File: src/inc/ctsc_pkg.sv
// package of constants and types for the camera trigger and status control block
package ctsc_pkg;
  localparam int unsigned CLK_HZ = 40_000_000;
  localparam int unsigned MS_PER_S = 1000;
  localparam int unsigned CYC_PER_MS = CLK_HZ / MS_PER_S;
  // led and button timing in milliseconds or seconds, converted to clock cycles
  localparam int unsigned BLINK_HALF_MS = 250;
  localparam int unsigned PURPLE_HOLD_S = 5;
  localparam int unsigned BUTTON_HOLD_S = 10;
  localparam int unsigned BLINK_HALF_CYC = BLINK_HALF_MS * CYC_PER_MS;
  localparam int unsigned PURPLE_HOLD_CYC = PURPLE_HOLD_S * MS_PER_S * CYC_PER_MS;
  localparam int unsigned BUTTON_HOLD_CYC = BUTTON_HOLD_S * MS_PER_S * CYC_PER_MS;
  // number of purple blinks after the hold
  localparam logic [1:0] RESTORE_BLINKS = 2'h2;
  // factory network address 192.168.1.101
  localparam logic [31:0] DEFAULT_NET_ADDR = 32'hC0A8_0165;
  localparam int unsigned CNT_W = 32;
  // led colour code: bit2 red, bit1 green, bit0 blue
  localparam logic [2:0] LED_OFF = 3'h0;
  localparam logic [2:0] LED_BLUE = 3'h1;
  localparam logic [2:0] LED_GREEN = 3'h2;
  localparam logic [2:0] LED_PURPLE = 3'h5;
  localparam logic [2:0] LED_WHITE = 3'h7;
  typedef enum logic [2:0] {
    ST_IDLE,
    ST_HOLD,
    ST_BLINK_ON,
    ST_BLINK_OFF,
    ST_SELF_RESET
  } ctsc_restore_e;
endpackage

File: src/inc/ctsc_trig_if.sv
// interface carrying the synchronised trigger edge between modules
`timescale 1ns/10ps
interface ctsc_trig_if;
  logic rise;
  modport src (output rise);
  modport dst (input rise);
endinterface

File: src/ctsc_trig_sync.sv
// trigger input synchroniser and rising-edge detector
`timescale 1ns/10ps
module ctsc_trig_sync (
  input wire logic clk,
  input wire logic reset_n,
  input wire logic trig_in,
  ctsc_trig_if.src edge_o
);
  typedef struct packed {
    logic meta;
    logic sync;
    logic prev;
    logic rise;
  } ctsc_sync_s;
  ctsc_sync_s s_q, s_d;
  always_comb begin
    s_d = s_q;
    s_d.meta = trig_in;
    s_d.sync = s_q.meta;
    s_d.prev = s_q.sync;
    s_d.rise = s_q.sync & ~s_q.prev;
  end
  always_ff @(posedge clk or negedge reset_n) begin
    if (!reset_n) begin
      s_q <= '0;
    end else begin
      s_q <= s_d;
    end
  end
  assign edge_o.rise = s_q.rise;
endmodule

File: src/ctsc_top.sv
// top of the camera trigger, exposure and status led control block
`timescale 1ns/10ps
// Notes on behaviour
// - trigger honoured only in slave mode
// - slave mode waits for trigger before acquiring
// - trigger event starts a new acquisition
// - trigger recognised on rising edge
// - exposure output active for whole exposure
// - exposure output low during exposure, else high
// - control output level set by processor
// - usb: green blinking while awaiting enumeration
// - steady white during firmware upgrade
// - ethernet: blue blinking while broadcasting unconnected
// - ethernet: steady blue once connected
// - ethernet: green blinking during driver upgrade
// - restore: purple 5s, two blinks, self reset
// - ethernet: only a 10s button press requests restore
// - restore sets network address to factory default
// - usb variant always acts as peripheral
module ctsc_top #(
  parameter logic [31:0] BLINK_HALF_CYC = 32'(ctsc_pkg::BLINK_HALF_CYC),
  parameter logic [31:0] PURPLE_HOLD_CYC = 32'(ctsc_pkg::PURPLE_HOLD_CYC),
  parameter logic [31:0] BUTTON_HOLD_CYC = 32'(ctsc_pkg::BUTTON_HOLD_CYC)
) (
  input wire logic clk,
  input wire logic reset_n,
  input wire logic trig_in,
  input wire logic slave_mode,
  input wire logic free_run,
  output logic acq_start,
  input wire logic exposure_active,
  output logic exposure_n,
  input wire logic proc_ctrl,
  output logic ctrl_out,
  input wire logic eth_variant,
  input wire logic usb_enumerated,
  input wire logic eth_connected,
  input wire logic fw_upgrade,
  input wire logic drv_upgrade,
  input wire logic button_pressed,
  input wire logic [31:0] net_addr_wr,
  input wire logic net_addr_we,
  output logic [31:0] net_addr,
  output logic address_restore,
  output logic self_reset,
  output logic usb_host_en,
  output logic [2:0] led_rgb
);
  typedef struct packed {
    logic acq_start;
    logic wait_trig;
    logic exposure_n;
    logic ctrl_out;
    logic [31:0] blink_cnt;
    logic blink_ph;
    logic [31:0] btn_cnt;
    logic btn_armed;
    ctsc_pkg::ctsc_restore_e rst_st;
    logic [31:0] rst_cnt;
    logic [1:0] blinks;
    logic [31:0] net_addr;
    logic address_restore;
    logic self_reset;
    logic [2:0] led;
  } ctsc_state_s;

  ctsc_state_s s_q, s_d;
  ctsc_trig_if trig_bus ();

  ctsc_trig_sync u_sync (
    .clk(clk),
    .reset_n(reset_n),
    .trig_in(trig_in),
    .edge_o(trig_bus.src)
  );

  always_comb begin
    s_d = s_q;
    s_d.acq_start = 1'b0;
    s_d.address_restore = 1'b0;
    s_d.self_reset = 1'b0;

    // acquisition start: follows free_run in master mode, trigger gated in slave mode
    if (slave_mode) begin
      s_d.wait_trig = 1'b1;
      if (s_q.wait_trig && trig_bus.rise) begin
        s_d.acq_start = 1'b1;
      end
    end else begin
      s_d.wait_trig = 1'b0;
      s_d.acq_start = free_run;
    end

    s_d.exposure_n = ~exposure_active;
    s_d.ctrl_out = proc_ctrl;

    // shared blink time base
    if (s_q.blink_cnt >= BLINK_HALF_CYC - 32'h0000_0001) begin
      s_d.blink_cnt = '0;
      s_d.blink_ph = ~s_q.blink_ph;
    end else begin
      s_d.blink_cnt = s_q.blink_cnt + 32'h0000_0001;
    end

    // long press detection; a press counts once and must be released
    if (!button_pressed) begin
      s_d.btn_cnt = '0;
      s_d.btn_armed = 1'b1;
    end else if (s_q.btn_armed && s_q.btn_cnt < BUTTON_HOLD_CYC) begin
      s_d.btn_cnt = s_q.btn_cnt + 32'h0000_0001;
    end

    if (net_addr_we) begin
      s_d.net_addr = net_addr_wr;
    end

    case (s_q.rst_st)
      ctsc_pkg::ST_IDLE: begin
        if (eth_variant && s_q.btn_armed && button_pressed && s_q.btn_cnt >= BUTTON_HOLD_CYC) begin
          s_d.btn_armed = 1'b0;
          s_d.net_addr = ctsc_pkg::DEFAULT_NET_ADDR;
          s_d.address_restore = 1'b1;
          s_d.rst_cnt = '0;
          s_d.rst_st = ctsc_pkg::ST_HOLD;
        end
      end
      ctsc_pkg::ST_HOLD: begin
        if (s_q.rst_cnt >= PURPLE_HOLD_CYC - 32'h0000_0001) begin
          s_d.rst_cnt = '0;
          s_d.blinks = '0;
          s_d.rst_st = ctsc_pkg::ST_BLINK_OFF;
        end else begin
          s_d.rst_cnt = s_q.rst_cnt + 32'h0000_0001;
        end
      end
      ctsc_pkg::ST_BLINK_OFF: begin
        if (s_q.rst_cnt >= BLINK_HALF_CYC - 32'h0000_0001) begin
          s_d.rst_cnt = '0;
          if (s_q.blinks == ctsc_pkg::RESTORE_BLINKS) begin
            s_d.rst_st = ctsc_pkg::ST_SELF_RESET;
          end else begin
            s_d.rst_st = ctsc_pkg::ST_BLINK_ON;
          end
        end else begin
          s_d.rst_cnt = s_q.rst_cnt + 32'h0000_0001;
        end
      end
      ctsc_pkg::ST_BLINK_ON: begin
        if (s_q.rst_cnt >= BLINK_HALF_CYC - 32'h0000_0001) begin
          s_d.rst_cnt = '0;
          s_d.blinks = s_q.blinks + 2'h1;
          s_d.rst_st = ctsc_pkg::ST_BLINK_OFF;
        end else begin
          s_d.rst_cnt = s_q.rst_cnt + 32'h0000_0001;
        end
      end
      ctsc_pkg::ST_SELF_RESET: begin
        s_d.self_reset = 1'b1;
        s_d.rst_st = ctsc_pkg::ST_IDLE;
      end
      default: begin
        s_d.rst_st = ctsc_pkg::ST_IDLE;
      end
    endcase

    // led selection in fixed priority
    if (fw_upgrade) begin
      s_d.led = ctsc_pkg::LED_WHITE;
    end else if (s_q.rst_st == ctsc_pkg::ST_HOLD || s_q.rst_st == ctsc_pkg::ST_BLINK_ON) begin
      s_d.led = ctsc_pkg::LED_PURPLE;
    end else if (s_q.rst_st != ctsc_pkg::ST_IDLE) begin
      s_d.led = ctsc_pkg::LED_OFF;
    end else if (eth_variant && button_pressed && s_q.btn_armed && s_q.btn_cnt >= BUTTON_HOLD_CYC) begin
      s_d.led = ctsc_pkg::LED_OFF;
    end else if (eth_variant) begin
      if (drv_upgrade) begin
        s_d.led = s_q.blink_ph ? ctsc_pkg::LED_GREEN : ctsc_pkg::LED_OFF;
      end else if (eth_connected) begin
        s_d.led = ctsc_pkg::LED_BLUE;
      end else begin
        s_d.led = s_q.blink_ph ? ctsc_pkg::LED_BLUE : ctsc_pkg::LED_OFF;
      end
    end else if (!usb_enumerated) begin
      s_d.led = s_q.blink_ph ? ctsc_pkg::LED_GREEN : ctsc_pkg::LED_OFF;
    end else begin
      s_d.led = ctsc_pkg::LED_GREEN;
    end
  end

  always_ff @(posedge clk or negedge reset_n) begin
    if (!reset_n) begin
      s_q <= '0;
      s_q.exposure_n <= 1'b1;
      s_q.btn_armed <= 1'b1;
      s_q.net_addr <= ctsc_pkg::DEFAULT_NET_ADDR;
      s_q.rst_st <= ctsc_pkg::ST_IDLE;
    end else begin
      s_q <= s_d;
    end
  end

  assign acq_start = s_q.acq_start;
  assign exposure_n = s_q.exposure_n;
  assign ctrl_out = s_q.ctrl_out;
  assign net_addr = s_q.net_addr;
  assign address_restore = s_q.address_restore;
  assign self_reset = s_q.self_reset;
  assign usb_host_en = 1'b0;
  assign led_rgb = s_q.led;
endmodule

File: config.mk
export PLATFORM = sky130hd
export DESIGN_NAME = ctsc_top
export DESIGN_NICKNAME = d
export VERILOG_FILES = /design/src/inc/ctsc_pkg.sv /design/src/inc/ctsc_trig_if.sv /design/src/ctsc_trig_sync.sv /design/src/ctsc_top.sv
export SDC_FILE = /design/constraint.sdc
export NUM_CORES = 1
export LEC_CHECK = 0
export BUFFER_PORTS_ARGS = -buffer_cell sky130_fd_sc_hd__buf_4
export CORE_ASPECT_RATIO = 0.5
export CORE_MARGIN = 4
export CORE_UTILIZATION = 45
export CTS_CLUSTER_SIZE = 30
export DETAILED_ROUTE_END_ITERATION = 12
export GPL_ROUTABILITY_DRIVEN = 0
export GPL_TIMING_DRIVEN = 0
export SYNTH_ARGS = -nofsm -noshare
export SYNTH_HDL_FRONTEND = slang
export SYNTH_HIERARCHICAL = 1
export SYNTH_SLANG_ARGS = --single-unit
export TNS_END_PERCENT = 5
File: constraint.sdc
create_clock -name clk -period 4.1 [get_ports clk]
set_input_delay 0.205 -clock clk [delete_from_list [all_inputs] [get_ports clk]]
set_output_delay 0.205 -clock clk [all_outputs]
set_load 0.1 [all_outputs]
# Word level (Yosys, flattened, before mapping)
# Index checks and enable logic that the tools add are counted.
# W data, S select, Z words.
# totals
register_bits	148
in_bits	46
output_inout_bits	41
wordCells	92
# classes
addsub	4
n_lt_le_gt_ge	5
n_eq_ne	10
n_mux	33
bitwise_logic	4
n_reduce_logical	17
# ops
op	count
$mux W32	6
$add A32 B1 Y32 const B	3
$pmux W32 S3	1
$mux W33	2
$ge A32 B24 Y1 const B	2
$mux W36	1
$ge A32 B28 Y1 const B	1
$ge A32 B29 Y1 const B	1
$lt A32 B29 Y1 const B	1
$mux W3	9
$mux W2	6
$pmux W3 S4	1
$logic_and A1 B1 Y1	8
$ne A2 B2 Y1 const B	4
$eq A3 B2 Y1 const B	2
$mux W1	6
$reduce_bool A3 Y1	2
$pmux W2 S2	1
$reduce_and A4 Y1	1
$eq A3 B1 Y1 const B	1
$eq A3 B3 Y1 const B	1
$logic_not A3 Y1	1
$not A1 Y1	3
$reduce_and A3 Y1	1
other kinds (8)	8

# Longest topological paths before layout
# Gate-level depths: netlist of run 1.
# logic_depth
ltp_word	8
depth_mapped	9
mapped_depth_nobuf	8

# By module
# Netlist of run 1, hierarchy kept.
# modules_own_cells
mod	instances	cells_per_inst	area_each_um2	seq_area_each_um2
ctsc_top	1	724	7054.3	3618.5
ctsc_trig_sync	1	5	113.9	100.1

# Worst setup path before layout of run 1
# No wires, ideal clock.
# synth_path
path_kind	flip-flop to flip-flop
startpoint	register s_q[39] in the netlist's numbering
endpoint	register s_q[64] in the netlist's numbering
setup_ns	0.118
t_arrival_ns	2.215
t_required_ns	3.982
setup_slack_ns	1.767
stages_incl_launch_ff	7
path_buffers	0
synth_period_minus_slack_ns	2.333
cell_sequence	dfrtp_1 -> nand3_1 -> or4_1 -> or4_4 -> or4_4 -> a21o_1 -> a21o_1
# synth_via
elab_chain_len	3
word_cells_on_any_way	6
cone_classes	add/sub (1); order compare (2); mux (3)
# synth_rtl
item	line	rtl
from (decl)	ctsc_top.sv:67	ctsc_state_s s_q, s_d;
$add A32 B1 Y32, or another cell as far along	ctsc_top.sv:133, ctsc_top.sv:145, ctsc_top.sv:154	
$mux W32, on equally long branches	ctsc_top.sv:137, ctsc_top.sv:149, ctsc_top.sv:128	
$pmux W32 S3 (*)	ctsc_top.sv:117	case (s_q.rst_st)
# Mark *: on every way between the ends. The rest lies on a longest branch, timed or not.
# A chain may end at the register's enable or synchronous reset.

# Worst setup path after layout of run 1
# Same ends and word-level chain as after synthesis.

==> flow_summary.yaml, run 1 <==
grt:
  track_usage: 0.174
  total_overflow_reported_by_the_global_router: 0
  grt_pass1_vias: 5362
  grt_pass1_wl_um: 26300
  grt_start_max_net_pins: 94
  antenna_found_initial: 0
layout:
  register_area_um2: 3720
  nFillCells: 1358
  fraction_of_final_layout_cells_sized_beyond_drive_strength_1: 0.206
  design.final.nets: 902
  layout-area-overhead-vs-synth_pct: 23.1
  area_used_by_multi_input_combinational_logic_um2: 3030
  antenna_cells_inserted: 0
die:
  floorplan.initialDensity: 0.463
  rows: 32
  fp.coreArea_um2: 15500
  die_x_um: 186
  floorplan.die_area_um2: 18100
  die_h_um: 97.2
  io-pin-count: 87
logic_synthesis:
  top_count_cell_post_synth: "sky130_fd_sc_hd__dfrtp_1"
  synth_sequential_area_ratio: 0.519
  synth_area_leaders: "sky130_fd_sc_hd__dfrtp_1 47%, sky130_fd_sc_hd__mux2i_1 4.9%, sky130_fd_sc_hd__dfstp_2 4.4%, sky130_fd_sc_hd__nor2_1 4.2%, sky130_fd_sc_hd__buf_4 3.9%"
  share_of_synthesized_registers_carrying_an_async_set_or_reset: 1.00
  post_synth_num_cell_types: 53
  yosysWarningCount: 6
  synth_seq_cells: 148
  dominant_register_cell_in_the_synthesized_netlist: "sky130_fd_sc_hd__dfrtp_1"
  syn-mean-instance-area_um2: 9.83
  synthCells: 729
  post_synth_most_frequent_cells: "136 x sky130_fd_sc_hd__dfrtp_1, 81 x sky130_fd_sc_hd__nor2_1, 74 x sky130_fd_sc_hd__nand2_1"
  synthDominantAreaCellType: "sky130_fd_sc_hd__dfrtp_1"
  yosysTopAreaCellShare: 0.475
  post_synth_edffs: 0
  post_synth_instance_area_um2: 7170
pwr:
  p_per_area_nw_per_um2: 416
  power.static_leakage_nw: 4.07
  max-vdd-ir-drop_mv: 0.227
clocking:
  post_cts_buffers: 0
  clock_path_buffers: 2
  cts_made_buffers: 17
  number_of_sinks_on_the_clock_net: 148
  cts.htree.levels: 4
  cts.reportedPaths.clkPinSlew_ns: 0.06
  clkLatencyLatePin_ns: 0.42
  cts_tree: "done"
  root_buffer: "sky130_fd_sc_hd__clkbuf_16"
status:
  run_status: "finished clean"
sta:
  slew-limit-headroom: 0.276
  worst_pin_slew_ns: 1.08
  final-max-slew-violation-count: 0
  finalSetupTns_ns: 0
  worst_slack_ns: 1.02
  finalHoldViolCount: 0
  setup_violations: 0
  clock-skew-final_ns: 0.0142
  holdWs_ns: 0.0245
  final.period_utilization: 0.750
  fmax_mhz: 325
  finalCriticalPeriod_ns: 3.08
  unrepaired_setup_endpoints_after_global_routing: "no"
placed_design:
  dp_wirelength_um: 10400
  placement.setup.worst_slack_ns: 1.09
  count_of_input_and_output_buffers: 84
route:
  post_drt_wl_per_cell_um: 14.2
  drt_iter0_markers: 246
  finalWirelength_um: 15200
  remaining_drc_errors: 0
  route.vias.total: 5427
  drt-pass1-iter-count: 5
  drt-vias-per-instance: 5.08
  drt.antenna.violating_nets: 0
job:
  cap_viol_max_count: 0
critical_path:
  path_max_fanout: 10
  setup.worst_path.class: "flip-flop to flip-flop"
  worstSetupEndpointType: "flip-flop"
  critical_path_arrival_ns: 3.38
  worst-endpoint-required_ns: 4.41
  setup.worst_path.start_class: "flip-flop"
min_path:
  timing.hold.worst.class: "input pin to flip-flop"
-- final timing paths --
kind,start,end,slack (ns),cells past startpoint
setup / recovery,s_q[39]$_DFFE_PN0P_,s_q[64]$_DFFE_PN0P_,1.02,9
hold / removal,net_addr_wr[8],net_addr[8]$_DFF_PN1_,0.02,3
setup reg to reg,s_q[39]$_DFFE_PN0P_,s_q[64]$_DFFE_PN0P_,1.02,9
hold reg to reg,u_sync/s_d[2]$_DFF_PN0_,u_sync/s_d[1]$_DFF_PN0_,0.35,0
max in group asynchronous,reset_n,net_addr[23]$_DFF_PN1_,2.90,3
min in group asynchronous,reset_n,s_q[52]$_DFFE_PN0P_,0.34,2
-- through the flow --
stage	utilization	total power, mW	instances	instance area, um2
final	0.569	3.67	1068	8820
after global routing	0.569	3.81	1068	8820
after CTS	0.569	3.72	1068	8820
after detailed placement	0.524	2.11	1026	8120
after global placement	0.522	2.10	1025	8080
after floorplan	-	1.96	737	7200
-- where the power goes --
group	internal, mW	switching, mW	total (mW)
logic	0.159	0.380	0.540
clock network	0.956	0.626	1.58
registers	1.52	0.0304	1.55
total	2.63	1.04	3.67
-- flip-flops by register name, summed over array words and instances, names as in the netlist --
signal,flops
ctrl_out,1
acq_start,1
s_q,104
address_restore,1
exposure_n,1
led_rgb,3
self_reset,1
u_sync/s_q,1
u_sync/edge_o.rise,1
u_sync/s_d,2
net_addr,32
-- logic make-up after synthesis --
kind of cell             after synthesis  share of synthesized area
other                                  1                   0.000523
flip-flops                           148                      0.519
XOR/XNOR                              48                     0.0586
AO/OA/AOI/OAI                         99                     0.0864
multiplexers                          37                     0.0520
adder cells (fa/ha/maj)                5                    0.00873
AND/OR/NAND/NOR                      310                      0.213
buffers and inverters                 81                     0.0621
-- per-layer routing --
layer | track usage | share of wire | routed length (um) | vias to the layer above
met1 | 0.242 | 0.49 | 7470 | 2580
met5 | 0 | 0 | 0 | -
met3 | 0.0402 | 0.037 | 557 | 18
met4 | 0.0551 | 0.014 | 209 | 0
li1 | - | - | - | 2716
met2 | 0.273 | 0.46 | 6940 | 113
-- cell type report --
| type | count | area share |
|---|---|---|
| Inverter | 16 | 0.00681 |
| Tap cell | 204 | 0.0289 |
| Clock buffer | 20 | 0.0529 |
| Clock inverter | 12 | 0.0160 |
| Timing Repair Buffer | 95 | 0.0864 |
| Sequential cell | 148 | 0.421 |
| Buffer | 65 | 0.0437 |
| Multi-Input combinational cell | 508 | 0.344 |
-- placed cells by master, fill, tap and decap left out, types with 4 or more instances in the layout --
master                          netlist  final
sky130_fd_sc_hd__dfrtp_1            136    136
sky130_fd_sc_hd__buf_4               37    120
sky130_fd_sc_hd__nor2_1              81     81
sky130_fd_sc_hd__nand2_1             74     74
sky130_fd_sc_hd__and2_1              36     36
sky130_fd_sc_hd__mux2i_1             35     35
sky130_fd_sc_hd__nand3_1             32     32
sky130_fd_sc_hd__xnor2_1             31     31
sky130_fd_sc_hd__a21oi_1             28     28
sky130_fd_sc_hd__a31oi_1             27     27
sky130_fd_sc_hd__clkbuf_1            26     26
sky130_fd_sc_hd__nor3_1              19     19
sky130_fd_sc_hd__nand4_1             18     18
sky130_fd_sc_hd__xor2_1              17     17
sky130_fd_sc_hd__clkbuf_16            0     17
sky130_fd_sc_hd__inv_1               15     15
sky130_fd_sc_hd__and3_1              15     15
sky130_fd_sc_hd__o21ai_0             14     14
sky130_fd_sc_hd__dfstp_2             12     12
sky130_fd_sc_hd__dlygate4sd3_1        0     10
sky130_fd_sc_hd__a21o_1               9      9
sky130_fd_sc_hd__conb_1               1      9
sky130_fd_sc_hd__nor4_1               8      8
sky130_fd_sc_hd__nand2b_1             8      8
sky130_fd_sc_hd__ha_1                 5      5
sky130_fd_sc_hd__and4_1               4      4
-- worst max-delay path: stages, from the launching register on --
cell	delay, ns
sky130_fd_sc_hd__dfrtp_1	0.40
sky130_fd_sc_hd__ha_1	0.21
sky130_fd_sc_hd__nand3_1	0.25
sky130_fd_sc_hd__nor3_1	0.55
sky130_fd_sc_hd__o221ai_1	0.24
sky130_fd_sc_hd__a21oi_2	0.41
sky130_fd_sc_hd__nand2_1	0.21
sky130_fd_sc_hd__clkbuf_1	0.30
sky130_fd_sc_hd__a21o_1	0.24
sky130_fd_sc_hd__a21o_1	0.17
-- what timing repair did --
item,in CTS,in global routing
gates resized for setup,0,0
hold endpoints to repair,57,0
hold buffers,10,0
No activity file was read; power rests on OpenSTA's default activity.
==> inputs of run 2 (changes only) <==
==> constraint.sdc (replaced) <==
create_clock -name clk -period 3 [get_ports clk]
set_input_delay 0.15 -clock clk [delete_from_list [all_inputs] [get_ports clk]]
set_output_delay 0.15 -clock clk [all_outputs]
set_load 0.1 [all_outputs]
==> run 2 against run 1 <==
  * Combinational power up 43%
  * Via count grew 1.5%
  * Highest routed layer unchanged
  * Maximum frequency up 5.9%
  * Largest power group unchanged
  * Flip-flop and latch count did not move
  * Die area did not move
  * Sequential power rose by 37%
  * Critical endpoint is now s_q[99]$_DFFE_PN0P_
  * Wire length is 4.0% higher
==> flow_summary.yaml, run 2 (synthesis gave the netlist of run 1 again) <==
route:
  finalWirelength_um: 15800
  drt-vias-per-instance: 5.03
  post_drt_wl_per_cell_um: 14.4
  drt.antenna.violating_nets: 0
  drt-pass1-iter-count: 5
  drt_iter0_markers: 262
  route.vias.total: 5509
  remaining_drc_errors: 0
grt:
  antenna_found_initial: 0
  grt_pass1_vias: 5508
  grt_start_max_net_pins: 94
  track_usage: 0.181
  total_overflow_reported_by_the_global_router: 0
  grt_pass1_wl_um: 27300
placed_design:
  placement.setup.worst_slack_ns: -0.00880
  dp_wirelength_um: 10400
  place.detailed.instances: 1026
  count_of_input_and_output_buffers: 84
critical_path:
  crit_cells: 8
  critical_path_origin: "s_q[74]$_DFF_PN1_"
  setup.worst_path.end: "s_q[99]$_DFFE_PN0P_"
  crit_family: "simple AND/OR/NAND/NOR gates"
  critical_path.reg2reg.endpoint: "s_q[99]$_DFFE_PN0P_"
  worst_path_max_delay_cell: "sky130_fd_sc_hd__nor4_1"
  worstSetupEndpointType: "flip-flop"
  cell_chain_critical_path: "clkbuf_1 > nand4_1 > nor2_1 > nand3b_1 > nor4_1 > nand4_1 > xnor2_1 > and2_1"
  path_max_fanout: 10
  slowest_delay_ns: 0.70
  setup.worst_path.start_class: "flip-flop"
  worst-endpoint-required_ns: 3.31
  worstRegToRegCells: 8
  regToRegSetupSlack_ns: 0.1
  critical_path_buffer_and_inverter_count: 1
  worst_r2r_startpoint: "s_q[74]$_DFF_PN1_"
  worst_path_most_repeated_cell: "sky130_fd_sc_hd__nand4_1"
  critical_path_arrival_ns: 3.21
  setup.worst_path.class: "flip-flop to flip-flop"
die:
  floorplan.initialDensity: 0.463
  io-pin-count: 87
  fp.coreArea_um2: 15500
  rows: 32
  floorplan.die_area_um2: 18100
  die_x_um: 186
  die_h_um: 97.2
layout:
  final_non_filler_cells: 1095
  layout-area-overhead-vs-synth_pct: 27.1
  mostFrequentLayoutCell: "sky130_fd_sc_hd__dfrtp_1"
  nFillCells: 1306
  antenna_cells_inserted: 0
  fraction_of_final_layout_cells_sized_beyond_drive_strength_1: 0.202
  layout_common_cells: "136 x sky130_fd_sc_hd__dfrtp_1, 120 x sky130_fd_sc_hd__buf_4, 81 x sky130_fd_sc_hd__nor2_1"
  largest_register_ffs: 104
  design.final.nets: 929
  register_with_the_most_flip_flops: "s_q"
clocking:
  cts_tree: "done"
  number_of_sinks_on_the_clock_net: 148
  cts.reportedPaths.clkPinSlew_ns: 0.06
  clock_path_buffers: 2
  clkLatencyLatePin_ns: 0.42
  cts_made_buffers: 17
  root_buffer: "sky130_fd_sc_hd__clkbuf_16"
  cts.htree.levels: 4
sta:
  worst_slack_ns: 0.0961
  slew-limit-headroom: 0.293
  worst_pin_slew_ns: 1.05
  finalCriticalPeriod_ns: 2.90
  setup_violations: 0
  unrepaired_setup_endpoints_after_global_routing: "yes"
  final.period_utilization: 0.968
  clock-skew-final_ns: 0.0129
  finalHoldViolCount: 0
  fmax_mhz: 344
  final-max-slew-violation-count: 0
  finalSetupTns_ns: 0
job:
  cap_viol_max_count: 0
status:
  run_status: "finished clean"
pwr:
  power.static_leakage_nw: 4.19
  p_per_area_nw_per_um2: 555
  max-vdd-ir-drop_mv: 0.312
min_path:
  timing.hold.worst.class: "input pin to flip-flop"
==> run 2: cell types whose count changed in the layout (fill, tap and decap cells not counted), sizes merged <==
cell | before | now
dlygate4sd3 | 10 | 37
==> run 2: worst min-delay path by stage <==
stage | start | to | slack (ns) | cells past startpoint
final | net_addr_wr[14] | net_addr[14]$_DFF_PN0_ | 0.01 | 3
after global routing | net_addr_wr[14] | net_addr[14]$_DFF_PN0_ | 0.009 | 3
after CTS | net_addr_wr[14] | net_addr[14]$_DFF_PN0_ | 0.0006 | 3
after detailed placement | reset_n | s_q[52]$_DFFE_PN0P_ | 0.15 | 1
after global placement | trig_in | u_sync/s_d[2]$_DFF_PN0_ | 0.26 | 1
after floorplan | reset_n | acq_start$_DFF_PN0_ | -0.15 | 0
==> run 2: layout make-up <==
cell class,count,area (um2),share of cell area
clock buffers,20,467,0.0512
repair buffers,122,1030,0.113
multi-input cells,508,3050,0.335
inverters,16,60.1,0.00659
plain buffers,65,385,0.0423
well taps,204,255,0.0280
flip-flops and latches,148,3720,0.408
clock inverters,12,141,0.0155
==> run 2: layer usage <==
| layer | GRT usage | vias up | wire length [um] |
|---|---|---|---|
| li1 | - | 2764 | - |
| met1 | 0.249 | 2628 | 7760 |
| met2 | 0.290 | 101 | 7280 |
| met3 | 0.0413 | 16 | 534 |
| met4 | 0.0534 | 0 | 206 |
| met5 | 0 | - | 0 |
==> run 2: through the flow <==
| step | hold WS [ns] | util | power [mW] | area [um2] |
|---|---|---|---|---|
| 2_1_floorplan | -0.146 | - | 2.68 | 7200 |
| 3_3_place_gp | 0.259 | 0.522 | 2.88 | 8080 |
| 3_5_place_dp | 0.152 | 0.524 | 2.89 | 8120 |
| 4_1_cts | 0.000629 | 0.587 | 5.11 | 9100 |
| 5_1_grt | 0.00867 | 0.588 | 5.25 | 9110 |
| 6_report | 0.00951 | 0.588 | 5.06 | 9110 |
==> run 2: worst register-to-register path, cell delays in order, from the launching register on <==
cell and delay (ns):
sky130_fd_sc_hd__dfstp_2 0.52, sky130_fd_sc_hd__clkbuf_1 0.35, sky130_fd_sc_hd__nand4_1 0.20, sky130_fd_sc_hd__nor2_1 0.39, sky130_fd_sc_hd__nand3b_1 0.12, sky130_fd_sc_hd__nor4_1 0.70, sky130_fd_sc_hd__nand4_1 0.20, sky130_fd_sc_hd__xnor2_1 0.16
sky130_fd_sc_hd__and2_1 0.15
==> run 2: report_power, final <==
part / switching [mW] / internal (mW)
clock network: 0.864 / 1.31
registers: 0.0419 / 2.08
logic: 0.530 / 0.241
==> run 2: what timing repair did <==
| item | 4_1_cts | 5_1_grt |
|---|---|---|
| buffers inserted | 0 | 0 |
| gates resized for setup | 1 | 2 |
| setup endpoints to repair | 3 | 21 |
| hold buffers | 37 | 0 |
| gates cloned | 0 | 0 |
| hold endpoints to repair | 84 | 0 |
| pin swaps | 0 | 0 |
==> inputs of run 3 (changes only) <==
--- a/config.mk
+++ b/config.mk
@@ -6,6 +6,8 @@
 export NUM_CORES = 1
 export LEC_CHECK = 0
 export BUFFER_PORTS_ARGS = -buffer_cell sky130_fd_sc_hd__buf_4
+export CELL_PAD_IN_SITES_DETAIL_PLACEMENT = 1
+export CELL_PAD_IN_SITES_GLOBAL_PLACEMENT = 1
 export CORE_ASPECT_RATIO = 0.5
 export CORE_MARGIN = 4
 export CORE_UTILIZATION = 45
@@ -13,6 +15,7 @@
 export DETAILED_ROUTE_END_ITERATION = 12
 export GPL_ROUTABILITY_DRIVEN = 0
 export GPL_TIMING_DRIVEN = 0
+export PLACE_DENSITY = 0.8
 export SYNTH_ARGS = -nofsm -noshare
 export SYNTH_HDL_FRONTEND = slang
 export SYNTH_HIERARCHICAL = 1
==> run 3 against run 2 <==
  * Count of clock-buffer cells in the layout decreased by 3
  * Via count up 7.0%
  * Flip-flop and latch count unchanged
  * Non-clock buffer count down 4
  * Hold slack improved by 0.0037 ns
  * Total power shrank 0.35%
  * Wire length is 23% higher
  * Highest routed layer unchanged
==> flow_summary.yaml, run 3 (synthesis gave the netlist of run 1 again) <==
clocking:
  root_buffer: "sky130_fd_sc_hd__clkbuf_16"
  number_of_sinks_on_the_clock_net: 148
  cts.reportedPaths.clkPinSlew_ns: 0.07
  cts_made_buffers: 17
  clkLatencyLatePin_ns: 0.43
  cts_tree: "done"
  clock_path_buffers: 2
  cts.htree.levels: 4
pwr:
  max-vdd-ir-drop_mv: 0.382
  internal-power_mw: 3.49
  totalPowerFinal_mw: 5.04
  share_seq_of_total_power: 0.421
  p_comb_frac: 0.155
  p_per_area_nw_per_um2: 557
  netSwitchingFraction: 0.307
  power.net_switching_mw: 1.55
  power.static_leakage_nw: 4.17
  clockPowerShare: 0.424
critical_path:
  path_max_fanout: 8
  worstSetupEndpointType: "flip-flop"
  critical_path_arrival_ns: 3.25
  setup.worst_path.start_class: "flip-flop"
  worst-endpoint-required_ns: 3.30
  setup.worst_path.class: "flip-flop to flip-flop"
route:
  route.vias.total: 5893
  drt-pass1-iter-count: 4
  post_drt_wl_per_cell_um: 17.8
  highest_layer: "met4"
  dr_wl_met3_um: 509
  drt_iter0_markers: 297
  finalWirelength_um: 19400
  drt.antenna.violating_nets: 0
  drt-vias-per-instance: 5.40
  drt-met1-wl_um: 8650
  wl_met2_um: 9940
  remaining_drc_errors: 0
sta:
  slew-limit-headroom: 0.168
  final.period_utilization: 0.983
  clock-skew-final_ns: 0.0138
  worst_pin_slew_ns: 1.24
  finalSetupTns_ns: 0
  final-max-slew-violation-count: 0
  fmax_mhz: 339
  setup_violations: 0
  finalHoldViolCount: 0
  unrepaired_setup_endpoints_after_global_routing: "yes"
  finalCriticalPeriod_ns: 2.95
layout:
  design.final.nets: 925
  register_with_the_most_flip_flops: "s_q"
  layout_common_cells: "136 x sky130_fd_sc_hd__dfrtp_1, 122 x sky130_fd_sc_hd__buf_4, 81 x sky130_fd_sc_hd__nor2_1"
  fraction_of_final_layout_cells_sized_beyond_drive_strength_1: 0.211
  post-route-util: 0.584
  layout-area-overhead-vs-synth_pct: 26.3
  largest_register_ffs: 104
  mostFrequentLayoutCell: "sky130_fd_sc_hd__dfrtp_1"
  antenna_cells_inserted: 0
  final_non_filler_cells: 1091
grt:
  grt_pass1_wl_um: 32400
  total_overflow_reported_by_the_global_router: 0
  antenna_found_initial: 0
  grt_pass1_vias: 6313
  track_usage: 0.217
  grt_start_max_net_pins: 101
placed_design:
  dp_wirelength_um: 12500
  place.detailed.instances: 1026
  count_of_input_and_output_buffers: 84
die:
  die_x_um: 186
  io-pin-count: 87
  floorplan.initialDensity: 0.463
  floorplan.die_area_um2: 18100
  fp.coreArea_um2: 15500
  rows: 32
  die_h_um: 97.2
job:
  cap_viol_max_count: 0
status:
  run_status: "finished clean"
min_path:
  timing.hold.worst.class: "input pin to flip-flop"
## run 3: critical path, cell delays in order, from the launching register on
cell	delay, ns
sky130_fd_sc_hd__dfrtp_1	0.40
sky130_fd_sc_hd__ha_1	0.22
sky130_fd_sc_hd__nand3_1	0.29
sky130_fd_sc_hd__nor4_1	1.12
sky130_fd_sc_hd__nand3_1	0.29
sky130_fd_sc_hd__nor3_1	0.27
sky130_fd_sc_hd__or2_2	0.15
sky130_fd_sc_hd__a31oi_1	0.08
## run 3: layout make-up
class | count | area, um2
tap | 204 | 255
multi-input combinational | 508 | 3060
inverter | 16 | 60.1
sequential | 148 | 3720
fill | 1764 | 6440
clock inverter | 15 | 159
clock buffer | 17 | 425
buffer | 65 | 389
timing repair buffer | 118 | 987
## run 3: path summary, 6_finish.rpt
path	slack, ns	start	end	cells past startpoint
max in group asynchronous	1.91	reset_n	net_addr[28]$_DFF_PN0_	3
min reg2reg	0.36	u_sync/s_d[2]$_DFF_PN0_	u_sync/s_d[1]$_DFF_PN0_	0
max	0.05	s_q[39]$_DFFE_PN0P_	s_q[65]$_DFFE_PN0P_	7
max reg2reg	0.05	s_q[39]$_DFFE_PN0P_	s_q[65]$_DFFE_PN0P_	7
min in group asynchronous	0.23	reset_n	s_q[85]$_DFFE_PN0P_	2
min	0.01	net_addr_wr[16]	net_addr[16]$_DFF_PN0_	3
## run 3: repair_timing
action / 4_1_cts / 5_1_grt
setup buffers: 2 / 0
pin swaps: 1 / 0
setup endpoints to repair: 26 / 46
hold endpoints to repair: 70 / 0
hold buffers: 31 / 0
resized for setup: 1 / 10
## run 3: power groups by stage
stage	clock (mW)	sequential (mW)	combinational (mW)
6_report	2.14	2.12	0.780
3_3_place_gp	0	2.15	0.724
4_1_cts	2.17	2.12	0.780
5_1_grt	2.27	2.13	0.817
3_5_place_dp	0	2.16	0.742
2_1_floorplan	0	2.16	0.527
## run 3: metrics by stage
step	hold slack, ns	worst slack, ns	cell area (um2)
global placement	0.259	-0.191	8080
finish	0.0132	0.0508	9050
global route	0.00672	-0.135	9050
CTS	0.00661	0.0542	9030
detailed placement	0.124	-0.109	8120
floorplan	-0.146	0.667	7200
## run 3: metal layers
layer  track usage  vias up
li1              -     2764
met1         0.283     3001
met4        0.0625        0
met3        0.0413       30
met5             0        -
met2         0.374       98
